<file path="src/inc/pdm_pkg.sv">
package pdm_pkg;
	// Power modes of the controller
	typedef enum {
		PDM_RUN,
		PDM_SLEEP,
		PDM_SW_STANDBY,
		PDM_SETTLE,
		PDM_HW_STANDBY,
		PDM_RESET_HOLD
	} pdm_state_t;

	// System control register field positions and width
	localparam int SCR_W = 8;
	localparam int SEL_POS = 7;
	localparam int SETTLE_LSB = 4;
	localparam int SETTLE_SEL_W = 3;
	// Reset value of the system control register
	localparam logic [7:0] SCR_RESET = 8'h0B;

	// Settle counts in states, one state per clock
	localparam int SETTLE_BASE = 8192;
	localparam int SETTLE_MAX = 131072;
	localparam int SETTLE_W = 18;

	// Wake-up requests as one carrier
	typedef struct packed {
		logic nmi;      // Non-maskable request
		logic line0;    // External line 0 request
		logic line1;    // External line 1 request
		logic line2;    // External line 2 request
		logic strobe;   // Input strobe request
		logic maskable; // Any enabled maskable request
	} pdm_wake_t;

	// Gating outputs as one carrier
	typedef struct packed {
		logic osc_run;      // Oscillator enable
		logic cpu_clk_en;   // CPU clock gate
		logic mod_clk_en;   // Supporting-module clock gate
		logic mod_init;     // Hold modules in initial state
		logic cpu_reset;    // CPU reset (registers lost or reset sequence)
		logic port_hiz;     // Ports to high impedance
	} pdm_gate_t;
endpackage : pdm_pkg

</file>
<file path="src/logic/pdm_power_down_mode_control.sv">
module pdm_power_down_mode_control #(
	parameter int SETTLE_BASE_P = pdm_pkg::SETTLE_BASE
) (
	// Clock, reset, enable
	input wire logic clock_in,
	input wire logic rst_n_in,
	input wire logic clk_en_in,
	// External pins
	input wire logic hw_standby_pin_n_in,
	input wire logic hard_init_pin_n_in,
	// CPU side
	input wire logic sleep_exec_in,
	input wire logic cpu_int_mask_in,
	input wire logic scr_we_in,
	input wire logic [7:0] scr_wdata_in,
	input wire pdm_pkg::pdm_wake_t wake_in,
	// Outputs
	output pdm_pkg::pdm_gate_t gate_out,
	output logic [7:0] system_control_reg_out,
	output logic int_service_out,
	output logic [2:0] mode_out
);
	// The longest code shifts the base left by four, so the counter
	// must hold sixteen times the base or the top code would wrap
	initial begin
		if (SETTLE_BASE_P < 1 || SETTLE_BASE_P * 16 >= (1 << pdm_pkg::SETTLE_W))
			$error("SETTLE_BASE_P does not fit the settle counter");
	end

	pdm_pkg::pdm_state_t state, next_state;
	logic [7:0] system_control_reg;  // Register mirror kept here
	logic mask_at_sleep;              // CPU mask latched as sleep begins
	logic [pdm_pkg::SETTLE_W-1:0] settle_cnt;
	pdm_pkg::pdm_gate_t next_gate;

	// Decode settle count from the field
	// A shift of the base keeps the decode small; every code with the
	// top bit set shares the longest wait
	function automatic logic [pdm_pkg::SETTLE_W-1:0] settle_len(input logic [2:0] sel);
		logic [pdm_pkg::SETTLE_W-1:0] base;
		base = pdm_pkg::SETTLE_W'(SETTLE_BASE_P);
		if (sel[2])
			settle_len = base << 4;
		else
			settle_len = base << sel[1:0];
	endfunction : settle_len

	// Field views
	wire standby_select_bit = system_control_reg[pdm_pkg::SEL_POS];
	wire [2:0] settle_time_sel = system_control_reg[pdm_pkg::SETTLE_LSB +: pdm_pkg::SETTLE_SEL_W];
	// Standby wake sources ignore the CPU mask
	wire ext_wake = wake_in.nmi | wake_in.line0 | wake_in.line1 | wake_in.line2 | wake_in.strobe;
	// Sleep wake: masked CPU only listens to NMI; disabled modules never assert maskable
	wire sleep_wake = wake_in.nmi | (~mask_at_sleep & wake_in.maskable);
	wire settle_done = settle_cnt == '0;
	wire hw_standby = ~hw_standby_pin_n_in;
	wire init_low = ~hard_init_pin_n_in;

	// Mode transitions; standby pin outranks everything, reset next
	// Pins are levels, so a pin held low keeps pulling the mode back
	// each cycle; no edge detector is needed and none can misfire
	// after reset
	always_comb begin
		next_state = state;
		if (hw_standby) begin
			next_state = pdm_pkg::PDM_HW_STANDBY;
		end else begin
			unique case (state)
				pdm_pkg::PDM_RUN: begin
					if (init_low)
						next_state = pdm_pkg::PDM_RESET_HOLD;
					else if (sleep_exec_in && standby_select_bit)
						next_state = pdm_pkg::PDM_SW_STANDBY;
					else if (sleep_exec_in)
						next_state = pdm_pkg::PDM_SLEEP;
				end
				pdm_pkg::PDM_SLEEP: begin
					if (init_low)
						next_state = pdm_pkg::PDM_RESET_HOLD;
					else if (sleep_wake)
						next_state = pdm_pkg::PDM_RUN;
				end
				pdm_pkg::PDM_SW_STANDBY: begin
					if (init_low)
						next_state = pdm_pkg::PDM_RESET_HOLD;
					else if (ext_wake)
						next_state = pdm_pkg::PDM_SETTLE;
				end
				pdm_pkg::PDM_SETTLE: begin
					if (init_low)
						next_state = pdm_pkg::PDM_RESET_HOLD;
					else if (settle_done)
						next_state = pdm_pkg::PDM_RUN;
				end
				// Leave only once the pin is high and reset then rises
				pdm_pkg::PDM_HW_STANDBY: begin
					if (init_low)
						next_state = pdm_pkg::PDM_RESET_HOLD;
				end
				pdm_pkg::PDM_RESET_HOLD: begin
					if (!init_low)
						next_state = pdm_pkg::PDM_RUN;
				end
			endcase
		end
	end

	// Gating per mode
	// Decoded from the next mode so the registered gates change on
	// the same edge as the mode they belong to
	always_comb begin
		next_gate = '0;
		unique case (next_state)
			pdm_pkg::PDM_RUN: begin
				next_gate.osc_run = 1'b1;
				next_gate.cpu_clk_en = 1'b1;
				next_gate.mod_clk_en = 1'b1;
			end
			// CPU halted, clock and modules keep running
			pdm_pkg::PDM_SLEEP: begin
				next_gate.osc_run = 1'b1;
				next_gate.mod_clk_en = 1'b1;
			end
			// Clock stopped, modules initialized, CPU and ports held
			pdm_pkg::PDM_SW_STANDBY: begin
				next_gate.mod_init = 1'b1;
			end
			// Oscillator running, pulses withheld
			pdm_pkg::PDM_SETTLE: begin
				next_gate.osc_run = 1'b1;
				next_gate.mod_init = 1'b1;
			end
			// RAM kept, CPU lost, modules initialized, ports floated
			pdm_pkg::PDM_HW_STANDBY: begin
				next_gate.mod_init = 1'b1;
				next_gate.cpu_reset = 1'b1;
				next_gate.port_hiz = 1'b1;
			end
			// Oscillator starts while reset is low
			pdm_pkg::PDM_RESET_HOLD: begin
				next_gate.osc_run = 1'b1;
				next_gate.mod_init = 1'b1;
				next_gate.cpu_reset = 1'b1;
				next_gate.port_hiz = hw_standby;
			end
		endcase
	end

	// State, gates and service pulse
	// A low clock enable freezes every register here; the reset
	// branch still wins so a frozen block can be cleared
	always_ff @(posedge clock_in) begin
		if (!rst_n_in) begin
			state <= pdm_pkg::PDM_RUN;
			gate_out <= '0;
			int_service_out <= 1'b0;
			mode_out <= '0;
		end else if (clk_en_in) begin
			state <= next_state;
			gate_out <= next_gate;
			// Interrupt handling follows a settled or sleep wake
			int_service_out <= (state == pdm_pkg::PDM_SETTLE || state == pdm_pkg::PDM_SLEEP)
				&& next_state == pdm_pkg::PDM_RUN;
			mode_out <= 3'(next_state);
		end
	end

	// Settle counter loads in every standby cycle, counts down in settle
	// Loading on every standby cycle means a field change made just
	// before the instruction is always honoured; the count ends at
	// zero and then rests there
	always_ff @(posedge clock_in) begin
		if (!rst_n_in) begin
			settle_cnt <= '0;
		end else if (clk_en_in) begin
			if (state == pdm_pkg::PDM_SW_STANDBY)
				settle_cnt <= settle_len(settle_time_sel) - 1'b1;
			else if (!settle_done)
				settle_cnt <= settle_cnt - 1'b1;
		end
	end

	// CPU mask captured with the power-down instruction
	// Later mask changes cannot reach the halted CPU, so the value at
	// entry is the one that decides
	always_ff @(posedge clock_in) begin
		if (!rst_n_in)
			mask_at_sleep <= 1'b0;
		else if (clk_en_in && state == pdm_pkg::PDM_RUN && sleep_exec_in)
			mask_at_sleep <= cpu_int_mask_in;
	end

	// Register: reset sequence reloads its reset value; interrupt wake leaves the select bit alone
	always_ff @(posedge clock_in) begin
		if (!rst_n_in) begin
			system_control_reg <= pdm_pkg::SCR_RESET;
		end else if (clk_en_in) begin
			// Held reset clears the select bit; writes are refused
			// outside run because the CPU is halted then
			if (state == pdm_pkg::PDM_RESET_HOLD || state == pdm_pkg::PDM_HW_STANDBY)
				system_control_reg <= pdm_pkg::SCR_RESET;
			else if (scr_we_in && state == pdm_pkg::PDM_RUN)
				system_control_reg <= scr_wdata_in;
		end
	end

	// Register view from a flip-flop
	// The view lags the register by one cycle; software that writes
	// and reads back at once sees the old value
	always_ff @(posedge clock_in) begin
		if (!rst_n_in)
			system_control_reg_out <= pdm_pkg::SCR_RESET;
		else if (clk_en_in)
			system_control_reg_out <= system_control_reg;
	end
endmodule : pdm_power_down_mode_control

</file>
<file path="config.mk">
export PLATFORM = sky130hd
export DESIGN_NAME = pdm_power_down_mode_control
export DESIGN_NICKNAME = d
export VERILOG_FILES = /design/src/inc/pdm_pkg.sv /design/src/logic/pdm_power_down_mode_control.sv
export SDC_FILE = /design/constraint.sdc
export NUM_CORES = 1
export LEC_CHECK = 0
export ABC_AREA = 1
export BUFFER_PORTS_ARGS = -buffer_cell sky130_fd_sc_hd__buf_2
export CAP_MARGIN = 20
export CORE_MARGIN = 2
export CORE_UTILIZATION = 30
export CTS_CLUSTER_DIAMETER = 150
export DETAILED_ROUTE_END_ITERATION = 8
export PLACE_DENSITY = 0.46
export SLEW_MARGIN = 20
export SYNTH_ARGS = -nofsm -noshare
export SYNTH_HDL_FRONTEND = slang
export SYNTH_SLANG_ARGS = --single-unit
</file>
<file path="constraint.sdc">
create_clock -name clock_in -period 2.8 [get_ports clock_in]
set_input_delay 0.14 -clock clock_in [delete_from_list [all_inputs] [get_ports clock_in]]
set_output_delay 0.14 -clock clock_in [all_outputs]
set_load 0.03 [all_outputs]
</file>
== Yosys cells after proc, flatten, opt, wreduce, memory -nomap -nowiden ==
Index checks and enable logic that the tools add are counted.
W data, S select, Z words.

* Flip-flop bits (word level): 77
* Input bits: 22
* Output and inout port bits: 18
* Logic and storage cells: 84

* Add/subtract/negate cells: 2
* Eq/ne operators: 16
* Multiplexer cells: 26
* Reductions and logical operators: 18
* Shift-type cells: 1
* Bitwise logic cells: 8

{| class="wikitable"
|+ Operator list
! operator !! count
|-
| $mux W32 || 12
|-
| $eq A32 B3 Y1 const B || 6
|-
| $pmux W32 S6 || 1
|-
| $eq A32 B2 Y1 const B || 5
|-
| $logic_not A32 Y1 || 4
|-
| $mux W18 || 6
|-
| $eq A32 B1 Y1 const B || 2
|-
| $eq A32 B4 Y1 const B || 2
|-
| $sub A18 B1 Y18 const B || 2
|-
| $logic_not A18 Y1 || 1
|-
| $shl A14 B2 Y18 const A || 1
|-
| $mux W8 || 2
|-
| $reduce_or A4 Y1 || 2
|-
| $logic_and A1 B1 Y1 || 5
|-
| $or A1 B1 Y1 || 5
|-
| $mux W1 || 4
|-
| $pmux W2 S2 || 1
|-
| $reduce_and A2 Y1 || 2
|-
| $logic_or A1 B1 Y1 || 2
|-
| $ne A2 B1 Y1 const B || 1
|-
| $not A1 Y1 || 2
|-
| $reduce_bool A2 Y1 || 1
|-
| $reduce_or A2 Y1 || 1
|-
| $and A1 B1 Y1 || 1
|}

== Logic depth before layout (Yosys ltp) ==
Gate-level depths: netlist (run 1).

* Depth after elaboration: 11
* Gate-level depth with buffers: 19
* Mapped depth without buffers: 18

== Worst setup path before layout (run 1) ==
No wires, ideal clock.

* Path type: flip-flop to flip-flop
* Start: register state[5]
* End: register settle_cnt[16] (netlist name)
* Path buffers: 1
* Data required time: 2.687 ns
* Clock period less this slack: 2.328 ns
* Cell stages (with the launch flop): 20
* Arrival: 2.215 ns
* Path slack: 0.472 ns
* Setup time: 0.113 ns
* Cells stage by stage: dfxtp_1 -> nor2_1 -> nand2_2 -> nor2_2 -> nand3_4 -> nor2_8 -> buf_8 -> nor2_1 -> inv_1 -> ha_1 -> nand2_2 -> nor2_4 -> nand2_1 -> nor2_2 -> nand3_2 -> nor2_2 -> nand2_1 -> xor2_1 -> o21ai_1 -> inv_1

* Cells in the longest elaborated chain, start to end: 3
* Elaborated cells between the ends (all ways): 4
* Classes of those cells: 2 x eq/ne; 1 x mux; 1 x reduce/logical

{| class="wikitable"
|+ RTL lines
! item !! RTL line !! RTL
|-
| start, declared || pdm_power_down_mode_control.sv:30 || <nowiki>pdm_pkg::pdm_state_t state, next_state;</nowiki>
|-
| start signal, assigned || pdm_power_down_mode_control.sv:154 || <nowiki>state <= pdm_pkg::PDM_RUN;</nowiki>
|-
| start signal, assigned || pdm_power_down_mode_control.sv:159 || <nowiki>state <= next_state;</nowiki>
|-
| $eq A32 B3 Y1 (*) || pdm_power_down_mode_control.sv:176 || <nowiki>if (state == pdm_pkg::PDM_SW_STANDBY)</nowiki>
|-
| $ne A2 B1 Y1 (no source line) || n/a ||
|-
| $reduce_and A2 Y1 (no source line) || n/a ||
|-
| end signal, assigned || pdm_power_down_mode_control.sv:177 || <nowiki>settle_cnt <= settle_len(settle_time_sel) - 1'b1;</nowiki>
|-
| end signal, assigned || pdm_power_down_mode_control.sv:179 || <nowiki>settle_cnt <= settle_cnt - 1'b1;</nowiki>
|-
| end, declared || pdm_power_down_mode_control.sv:33 || <nowiki>logic [pdm_pkg::SETTLE_W-1:0] settle_cnt;</nowiki>
|}

Mark *: on every way between the ends. The rest lies on a longest branch, timed or not.
A chain may end at the register's enable or synchronous reset.

==> impl_results.md, run 1 <==
- Placeable Area: 13200 µm²
- Post-synth EDFFs: 0
- Flop-to-flop setup slack: between 0.2 and 0.3 ns
- Post-route DRC violation count: 0
- # port buffers: 39
- Fillcell total: roughly 1.4k
- Resized cells post-CTS: 0
- Ys flop type: dfxtp_1
- Post-synthesis cell type count: 47
- Maximum VDD drop: between 0.0002 and 0.0003 V
- Power per cell area: ~630 nW/µm²
- Post-Route Setup TNS: 0 ns
- Die W: roughly 120 µm
- Nature of the critical path endpoint: register
- Die height: 120 µm
- Post-DP HPWL: around 8000 µm
- CP Class: register to register
- Clock Path Buffers: 2
- Final hold vios: 0
- Max FFs per register: 30
- Leakage: ~2.0 nW
- Worst-path clk slew: approximately 0.060 ns
- Peak Freq: ~400 MHz
- Status: completed
- Largest Register: state
- Routed WL: 11300 µm
- Root Buffer Master: clkbuf_16
- Final ANT Viol Nets: 0
- Die area: 14400 µm²
- Fin crit period: approximately 2.5 ns
- Hold path cells: 3
- Post-Place Worst Slack: 0.223 ns
- Largest registers: state (30), settle_cnt (18)
- Worst path arrival time: about 2.8 ns
- Share of layout cells above drive strength 1: between 10% and 20%
- Vias in the first global route: between 3k and 4k
- Final worst path period share: 90.9%
- Pin count of the biggest net entering global routing: 46
- Final slew viol count: 0
- Clock latency on the worst-skew pair: 0.34 ns
- Syn Nets: a little over 600
- Reg2Reg Depth: 17
- Synth area leader: dfxtp_1
- Least-Margin Pin Slew: roughly 0.74 ns
- Area contributors post-synth: dfxtp_1, nand2_1, nor2_1, a21oi_1, nand3_1
- CTS tree: built
- TritonCTS Buffers: 9
- Mapped Cells: 600
- Critical path required time: slightly above 3 ns
- Synth top area share: 36.7%
- Placement row count: 42
- Syn_area_per_cell: slightly below 7 µm²
- Max Cap Viol: 0
- Rel. slew slack: between 50% and 60%
- Grt total ovfl: 0
- Area Overhead vs Synth: 16.1%
- CTS H-tree depth: 3
- Initial Utilization: 30.6%
- Worst setup margin: ~0.26 ns
- Final setup viols: 0
- DR pass1 iterations: 4
- Top Ports: 40
- Async SR Flop Fraction: 0%
- Routed length per instance: about 14 µm
- Post-CTS setup buffers: 0
- Clock Sink Count: 74
- Fin nets: 652
- Initial antenna violation count: 0
- Clock Skew: 0.00597 ns
- Sequential share of the synthesized area: a little under two fifths
- Area of the multi-input gates: 2140 µm²
- Worst-path fanout max: 10
- Flip-flop and latch area: 1480 µm²
- Via density: 4.90
- Gpl congestion: roughly 0.88
- Crit start category: register
- All-Layer GR Usage: about 16%
- Drt initial violations: 293
- RSZ-0062 raised after global routing: false
- ANT cells: 0
- Hold bufs inserted after CTS: 0
- First-pass GRT wire length: about 18000 µm
- DR vias: 3970
- Synthesis Warnings: 0
- FF+latch count, synth: between 70 and 80
- Path type of the worst min-delay path: primary input to register
- Netlist Area Pre-Place: 4040 µm²
synthesized netlist by cell type, types with 4 or more instances:
cell / number
a21oi_1: 56
buf_2: 4
clkbuf_1: 20
dfxtp_1: 74
inv_1: 57
inv_2: 10
nand2_1: 107
nand2_2: 4
nand3_1: 48
nand4_1: 13
nor2_1: 75
nor2_2: 9
nor2_4: 4
nor3_1: 14
o211ai_1: 4
o21a_1: 5
o21ai_0: 44
o21ai_1: 7
path summary, 6_finish.rpt:
| kind | from | endpoint |
|---|---|---|
| max | mode_out[1] | settle_cnt[16] |
| min | scr_wdata_in[0] | system_control_reg[0] |
| max reg2reg | mode_out[1] | settle_cnt[16] |
| min reg2reg | gate_out[4] | gate_out[4] |
cell families after synthesis:
kind of cell	count (synthesis)	share of synthesized area, %
and+or+nand+nor	288	33.4
AOI/OAI and AO/OA	135	18.7
buffers and inverters	99	10.3
DFF	74	36.7
xor gates and xnor gates	3	0.650
adders and majority gates	1	0.310
routing by layer:
layer / wire [µm] / vias to the layer above / track usage, % / share of wire [%]
li1: - / 2053 / - / -
met1: 5460 / 1813 / 22.0 / 48
met2: 5060 / 89 / 25.3 / 45
met3: 530 / 15 / 3.33 / 4.7
met4: 221 / 0 / 7.06 / 2.0
met5: 0 / - / 0 / 0
where the power goes:
part / switching, mW / internal [mW] / total [mW] / leakage (nW)
clock network: 0.455 / 0.798 / 1.25 / 0.162
registers: 0.0489 / 1.12 / 1.17 / 0.607
logic: 0.346 / 0.175 / 0.522 / 1.27
total: 0.851 / 2.09 / 2.94 / 2.03
area by class of cell:
type / instances / area share (%)
multi-input cells: 427 / 45.7
clock buffers: 10 / 5.09
repair buffers: 49 / 5.76
flip-flops and latches: 74 / 31.6
inverters: 68 / 5.47
well taps: 176 / 4.69
clock inverters: 6 / 1.71
cells in the final DEF (no fill, tap or decap), types with 4 or more instances in the layout:
master,netlist,final
a21oi_1,56,56
dfxtp_1,74,74
inv_2,10,10
nand3_1,48,48
buf_2,4,39
clkbuf_16,0,9
clkinv_2,1,5
o21ai_1,7,7
nor3_1,14,14
o21a_1,5,5
buf_4,3,10
inv_1,57,57
nor2_4,4,4
nand4_1,13,13
nor2_1,75,75
nor2_2,9,9
nand2_2,4,4
o21ai_0,44,44
o211ai_1,4,4
nand2_1,107,107
through the flow:
stage / instance area, µm² / hold WS, ns / power, mW / utilization, % / cells
finish: 4690 / 0.0254 / 2.94 / 35.6 / 810
global route: 4690 / 0.0187 / 3.09 / 35.6 / 810
CTS: 4690 / 0.0110 / 2.98 / 35.6 / 810
detailed placement: 4370 / 0.377 / 1.71 / 33.1 / 794
global placement: 4370 / 0.368 / 1.71 / 33.1 / 794
floorplan: 4040 / 0.277 / 1.58 / - / 600
worst max-delay path: stages (launching register included):
cell and delay, ns:
dfxtp_1 0.52, inv_2 0.12, nor2_4 0.13, nand3_4 0.11
nor2_8 0.18, nor2_1 0.06, inv_1 0.07, ha_1 0.17
nand2_2 0.09, nor2_4 0.11, nand2_1 0.09, nor2_2 0.19
nand3_2 0.11, nor2_2 0.12, nand2_1 0.07, xor2_1 0.15
o21ai_1 0.11, inv_1 0.04
Note: power is estimated with default switching activity, not from simulation.
==> inputs of run 2 (changes only) <==
==> constraint.sdc (replaced) <==
create_clock -name clock_in -period 3.1 [get_ports clock_in]
set_input_delay 0.155 -clock clock_in [delete_from_list [all_inputs] [get_ports clock_in]]
set_output_delay 0.155 -clock clock_in [all_outputs]
set_load 0.03 [all_outputs]
==> impl_results.md, run 2 (synthesized netlist as in run 1, its figures left out) <==
- Final ANT Viol Nets: 0 (unchanged)
- Final worst path period share: 88.2% (-2.7 points)
- Clock Path Buffers: 2 (unchanged)
- Routed length per instance: 14.1 µm (+1.4%)
- Drt initial violations: 323 (+10%)
- Root Buffer Master: clkbuf_16
- Post-route DRC violation count: 0 (unchanged)
- Clock latency on the worst-skew pair: 0.35 ns (about the same)
- RSZ-0062 raised after global routing: false
- Grt total ovfl: 0 (unchanged)
- Path type of the worst min-delay path: primary input to register
- Largest Register: state
- Worst path arrival time: 2.98 ns (+0.20 ns)
- CP Class: register to register
- Placeable Area: 13200 µm² (unchanged)
- Slowest stage delay, CP: 0.55 ns (+0.03 ns)
- Final hold vios: 0 (unchanged)
- Crit start category: register
- Share of layout cells above drive strength 1: 15.3% (-1.1 points)
- Post-DP HPWL: 7980 µm (-1.5%)
- Least-Margin Pin Slew: 0.845 ns (+0.107 ns)
- Post-Route Setup TNS: 0 ns (unchanged)
- Max FFs per register: 30 (unchanged)
- Maximum VDD drop: 0.000253 V (-9.5%)
- Placement row count: 42 (unchanged)
- Post-CTS setup buffers: 0 (unchanged)
- Reg2Reg Depth: 17 (unchanged)
- # port buffers: 39 (unchanged)
- Resized cells post-CTS: 0 (unchanged)
- Die height: 120 µm (unchanged)
- Final slew viol count: 0 (unchanged)
- Largest registers: state (30), settle_cnt (18)
- CTS H-tree depth: 3 (unchanged)
- Reg2reg end: settle_cnt[16]
- Clock Sink Count: 74 (unchanged)
- Final setup viols: 0 (unchanged)
- Slowest cell on the critical path: dfxtp_1
- Max Cap Viol: 0 (unchanged)
- Crit path capture: settle_cnt[16]
- Crit path launch: mode_out[1]
- Nature of the critical path endpoint: register
- Power per cell area: 573 nW/µm² (-8.7%)
- Vias in the first global route: 3683 (-0.32%)
- Worst-path clk slew: 0.06 ns (about the same)
- Most common cell after layout, fill and taps aside: nand2_1
- Top Ports: 40 (unchanged)
- Total Power: 2.66 mW (-9.4%)
- Worst path depth: 17 (unchanged)
- Peak Freq: 366 MHz (-7.0%)
- Initial Utilization: 30.6% (unchanged)
- Crit path cell chain: inv_2 -> nor2_4 -> nand3_1 -> nor2_1 -> nand2_2 -> nand2_1 -> ha_1 -> nand2_2 -> nor2_4 -> nand2_1 -> nor2_2 -> nand3_2 -> nor2_2 -> nand2_1 -> xor2_1 -> o21ai_1 -> inv_1
- CP Buf/Inv Count: 2 (-1)
- Area Overhead vs Synth: 15.2%
- Initial antenna violation count: 0 (unchanged)
- DR pass1 iterations: 5 (+1)
- Hold Startpoint: scr_wdata_in[1]
- Post-Place Worst Slack: 0.398 ns (+0.175 ns)
- CTS tree: built
- Die area: 14400 µm² (unchanged)
- CP delay by family, top: simple AND/OR/NAND/NOR gates
- Rel. slew slack: 43.6% (-7.2 points)
- Fin crit period: 2.73 ns (+0.190 ns)
- Flop-to-flop setup slack: 0.37 ns (+0.11 ns)
- Worst setup margin: 0.366 ns (+0.110 ns)
- All-Layer GR Usage: 16.5% (+0.13 points)
- ANT cells: 0 (unchanged)
- Die W: 120 µm (unchanged)
- Routed WL: 11300 µm (+0.64%)
- Leakage: 2.00 nW (-1.5%)
- Gpl congestion: 0.866 (-1.2%)
- Clock Skew: 0.00731 ns (+0.00134 ns)
- Post-Route Utilization: 35.3% (-0.28 points)
- Pin count of the biggest net entering global routing: 46 (unchanged)
- Status: completed
- DR vias: 3975 (+0.13%)
- First-pass GRT wire length: 18700 µm (+1.4%)
- Critical path required time: 3.35 ns (+0.31 ns)
- Hold bufs inserted after CTS: 0 (unchanged)
- TritonCTS Buffers: 9 (unchanged)
- Most frequent cells in the layout: nand2_1, nor2_1, dfxtp_1
- FF-to-FF Start: mode_out[1]
- Worst path most repeated cell: nand2_1
- Via density: 4.94 (+0.87%)
- Worst-path fanout max: 11 (+1)
- Fin nets: 647 (-0.77%)
[run 2: how the worst min path moves through the flow]
stage | to | slack (ns) | cells past startpoint
finish | system_control_reg[1] | 0.04 | 3
global route | system_control_reg[3] | 0.05 | 3
CTS | system_control_reg[1] | 0.03 | 3
detailed placement | system_control_reg[1] | 0.40 | 3
global placement | system_control_reg[0] | 0.39 | 3
floorplan | system_control_reg[0] | 0.29 | 2
[run 2: tightest hold or removal path, stage by stage]
cell     delay (ns)
buf_2          0.08
o22ai_1        0.07
nand2_1        0.06
[run 2: stage by stage]
| step | instance area (µm²) | hold slack [ns] | instances |
|---|---|---|---|
| final | 4650 | 0.0428 | 804 |
| after CTS | 4650 | 0.0332 | 804 |
| after global routing | 4650 | 0.0543 | 804 |
| after global placement | 4330 | 0.388 | 789 |
| after floorplan | 4040 | 0.292 | 600 |
| after detailed placement | 4330 | 0.396 | 789 |
[run 2: cell type report]
type	instances	area, µm²
Clock buffer	13	260
Multi-Input combinational cell	427	2140
Fill cell	1448	8540
Inverter	68	256
Timing Repair Buffer	44	233
Tap cell	176	220
Clock inverter	2	60.1
Sequential cell	74	1480
[run 2: power breakdown]
group	switching, mW	leakage (nW)	total, mW	internal [mW]
Combinational	0.312	1.24	0.467	0.155
Clock	0.397	0.156	1.14	0.745
Sequential	0.0452	0.607	1.06	1.01
[run 2: per-layer routing]
metal	track usage, %	vias to the layer above	wire, µm	part of all wire, %
met5	0	-	0	0
met4	5.59	0	156	1.4
met2	25.1	104	5060	45
met1	22.3	1818	5510	49
met3	4.75	11	617	5.4
li1	-	2042	-	-
==> inputs of run 3 (changes only) <==
--- a/config.mk
+++ b/config.mk
@@ -5,14 +5,13 @@
 export SDC_FILE = /design/constraint.sdc
 export NUM_CORES = 1
 export LEC_CHECK = 0
-export ABC_AREA = 1
 export BUFFER_PORTS_ARGS = -buffer_cell sky130_fd_sc_hd__buf_2
 export CAP_MARGIN = 20
 export CORE_MARGIN = 2
 export CORE_UTILIZATION = 30
 export CTS_CLUSTER_DIAMETER = 150
 export DETAILED_ROUTE_END_ITERATION = 8
-export PLACE_DENSITY = 0.46
+export PLACE_DENSITY = 0.47
 export SLEW_MARGIN = 20
 export SYNTH_ARGS = -nofsm -noshare
 export SYNTH_HDL_FRONTEND = slang
==> impl_results.md, run 3 <==
- Worst-path clk slew: 0.09 ns (+0.03 ns)
- Post-Route Setup TNS: 0 ns (unchanged)
- DR pass1 iterations: 4 (-1)
- Max FFs per register: 30 (unchanged)
- Vias in the first global route: 2822 (-23%)
- Grt total ovfl: 0 (unchanged)
- Share of layout cells above drive strength 1: 18.9% (+3.6 points)
- Maximum VDD drop: 0.000254 V (+0.16%)
- Clk network pwr share: 24.2% (-19 points)
- Area contributors post-synth: dfxtp_1, and3_1, nor2_1, mux2i_1, nand2_1
- Final ANT Viol Nets: 0 (unchanged)
- Worst path arrival time: 2.96 ns (-0.02 ns)
- Clock latency on the worst-skew pair: 0.35 ns (about the same)
- Routed WL: 7810 µm (-31%)
- Die height: 108 µm (-9.9%)
- CP Class: register to register
- Clock Path Buffers: 2 (unchanged)
- Worst-path fanout max: 8 (-3)
- Via density: 5.01 (+1.3%)
- Sw frac: 37.9% (+9.6 points)
- Netlist Area Pre-Place: 3250 µm² (-19%)
- Critical path required time: 3.35 ns (about the same)
- Synth top area share: 45.5% (+8.9 points)
- TritonCTS Buffers: 9 (unchanged)
- CTS tree: built
- Post-synth EDFFs: 0 (unchanged)
- Fin crit period: 2.71 ns (-0.0198 ns)
- Sequential share of the synthesized area: 45.5% (+8.9 points)
- Max Cap Viol: 0 (unchanged)
- Least-Margin Pin Slew: 0.875 ns (+0.0299 ns)
- Crit start category: register
- CTS H-tree depth: 3 (unchanged)
- FF+latch count, synth: 74 (unchanged)
- Drt initial violations: 153 (-53%)
- Die area: 11700 µm² (-19%)
- First-pass GRT wire length: 13600 µm (-27%)
- # port buffers: 39 (unchanged)
- Path type of the worst min-delay path: primary input to register
- Most common cell after layout, fill and taps aside: dfxtp_1
- Post-DP HPWL: 5350 µm (-33%)
- Final slew viol count: 0 (unchanged)
- Die W: 108 µm (-9.9%)
- Pint: 1.81 mW (-5.4%)
- Largest registers: state (30), settle_cnt (18)
- Async SR Flop Fraction: 0% (unchanged)
- Syn Nets: 395 (-37%)
- Reg power frac: 40.3% (+0.7 points)
- Leakage: 1.66 nW (-17%)
- Nature of the critical path endpoint: register
- Synth area leader: dfxtp_1
- NetSw: 1.10 mW (+46%)
- Peak Freq: 368 MHz (+0.73%)
- Pin count of the biggest net entering global routing: 44 (-4.3%)
- Post-route DRC violation count: 0 (unchanged)
- Resized cells post-CTS: 0 (unchanged)
- Status: completed
- Synthesis Warnings: 0 (unchanged)
- Mapped Cells: 372 (-38%)
- ANT cells: 0 (unchanged)
- Post-Place Worst Slack: 0.420 ns (+0.0225 ns)
- Synth top cells by count: dfxtp_1, nor2_1, and3_1
- Clock Sink Count: 74 (unchanged)
- Fin nets: 431 (-33%)
- Post-synthesis cell type count: 61 (+30%)
- Initial Utilization: 30.4% (-0.22 points)
- DR vias: 2770 (-30%)
- Fillcell total: 1158 (-20%)
- Power per cell area: 771 nW/µm² (+35%)
- Most frequent cells in the layout: dfxtp_1, nor2_1, buf_2
- RSZ-0062 raised after global routing: false
- Clock Skew: 0.0129 ns (+0.00561 ns)
- Placeable Area: 10700 µm² (-19%)
- Syn_area_per_cell: 8.74 µm² (+30%)
- Gpl congestion: 0.766 (-12%)
- Top Ports: 40 (unchanged)
- Placement row count: 38 (-9.5%)
- Ys flop type: dfxtp_1
- Root Buffer Master: clkbuf_8
- Largest Register: state
- All-Layer GR Usage: 14.5% (-1.9 points)
- Rel. slew slack: 41.6% (-1.9 points)
- Final worst path period share: 87.6% (-0.64 points)
- Final setup viols: 0 (unchanged)
- Combinational share of power: 35.6% (+18 points)
- Worst setup margin: 0.385 ns (+0.0198 ns)
- Area Overhead vs Synth: 16.2%
- Routed length per instance: 14.1 µm (about the same)
- Top-count cell post-synth: dfxtp_1
- Final hold vios: 0 (unchanged)
- Initial antenna violation count: 0 (unchanged)
==> run 3: final cells by class <==
cell class                 instances  area (µm²)  area share, %
tap                              140         175           4.64
clock buffer                       9         124           3.28
clock inverter                     7        57.6           1.52
multi-input combinational        264        1620           42.9
inverter                           8        30.0          0.795
timing repair buffer              51         288           7.62
sequential                        74        1480           39.2
==> run 3: path summary, 6_finish.rpt <==
| check | startpoint | endpoint | slack (ns) | cells after the start |
|---|---|---|---|---|
| min reg2reg | settle_cnt[17] | settle_cnt[17] | 0.43 | 2 |
| min | scr_wdata_in[0] | system_control_reg[0] | 0.02 | 3 |
| max | settle_cnt[9] | int_service_out | 0.39 | 7 |
| max reg2reg | settle_cnt[9] | int_service_out | 0.39 | 7 |
==> run 3: per-layer routing <==
metal,track usage [%],wire length [µm],up-vias
li1,-,-,1429
met1,19.6,3970,1288
met2,23.0,3510,47
met3,2.89,262,6
met4,5.49,57,0
met5,0,0,-
==> run 3: cell families after synthesis <==
logic type               count (synthesis)  share of synthesized area [%]
multiplexers                            16                           5.00
AND/OR/NAND/NOR                        169                           27.5
XOR/XNOR                                 2                          0.539
adder cells (fa/ha/maj)                  1                          0.385
flip-flops                              74                           45.5
AO/OA/AOI/OAI                           76                           16.4
buffers and inverters                   34                           4.58
==> run 3: critical path, stage by stage, from the launching register on <==
cell     delay (ns)
dfxtp_1        0.36
or4_4          0.57
or4_4          0.50
or2_0          0.38
or3b_1         0.26
a31o_2         0.18
nand4_2        0.11
o41ai_2        0.25
==> run 3: power groups by stage <==
stage | Combinational, mW | Sequential (mW) | Clock, mW
after global placement | 1.02 | 1.19 | 0
final | 1.04 | 1.17 | 0.704
after detailed placement | 1.03 | 1.19 | 0
after floorplan | 0.824 | 1.17 | 0
after CTS | 1.04 | 1.17 | 0.737
after global routing | 1.19 | 1.19 | 0.777
==> run 3: timing repair <==
action | CTS | global route
hold buffers | 1 | 0
hold endpoints to repair | 1 | 0
setup buffers | 0 | 0
==> run 3: metrics by stage <==
| stage | hold slack [ns] | instances | util (%) | total power, mW | instance area (µm²) |
|---|---|---|---|---|---|
| after global routing | 0.0183 | 553 | 35.3 | 3.16 | 3780 |
| after global placement | 0.370 | 536 | 33.5 | 2.21 | 3590 |
| after CTS | 0.000980 | 553 | 35.3 | 2.95 | 3780 |
| after floorplan | 0.279 | 372 | - | 2.00 | 3250 |
| final | 0.0204 | 553 | 35.3 | 2.91 | 3780 |
| after detailed placement | 0.375 | 536 | 33.5 | 2.22 | 3590 |
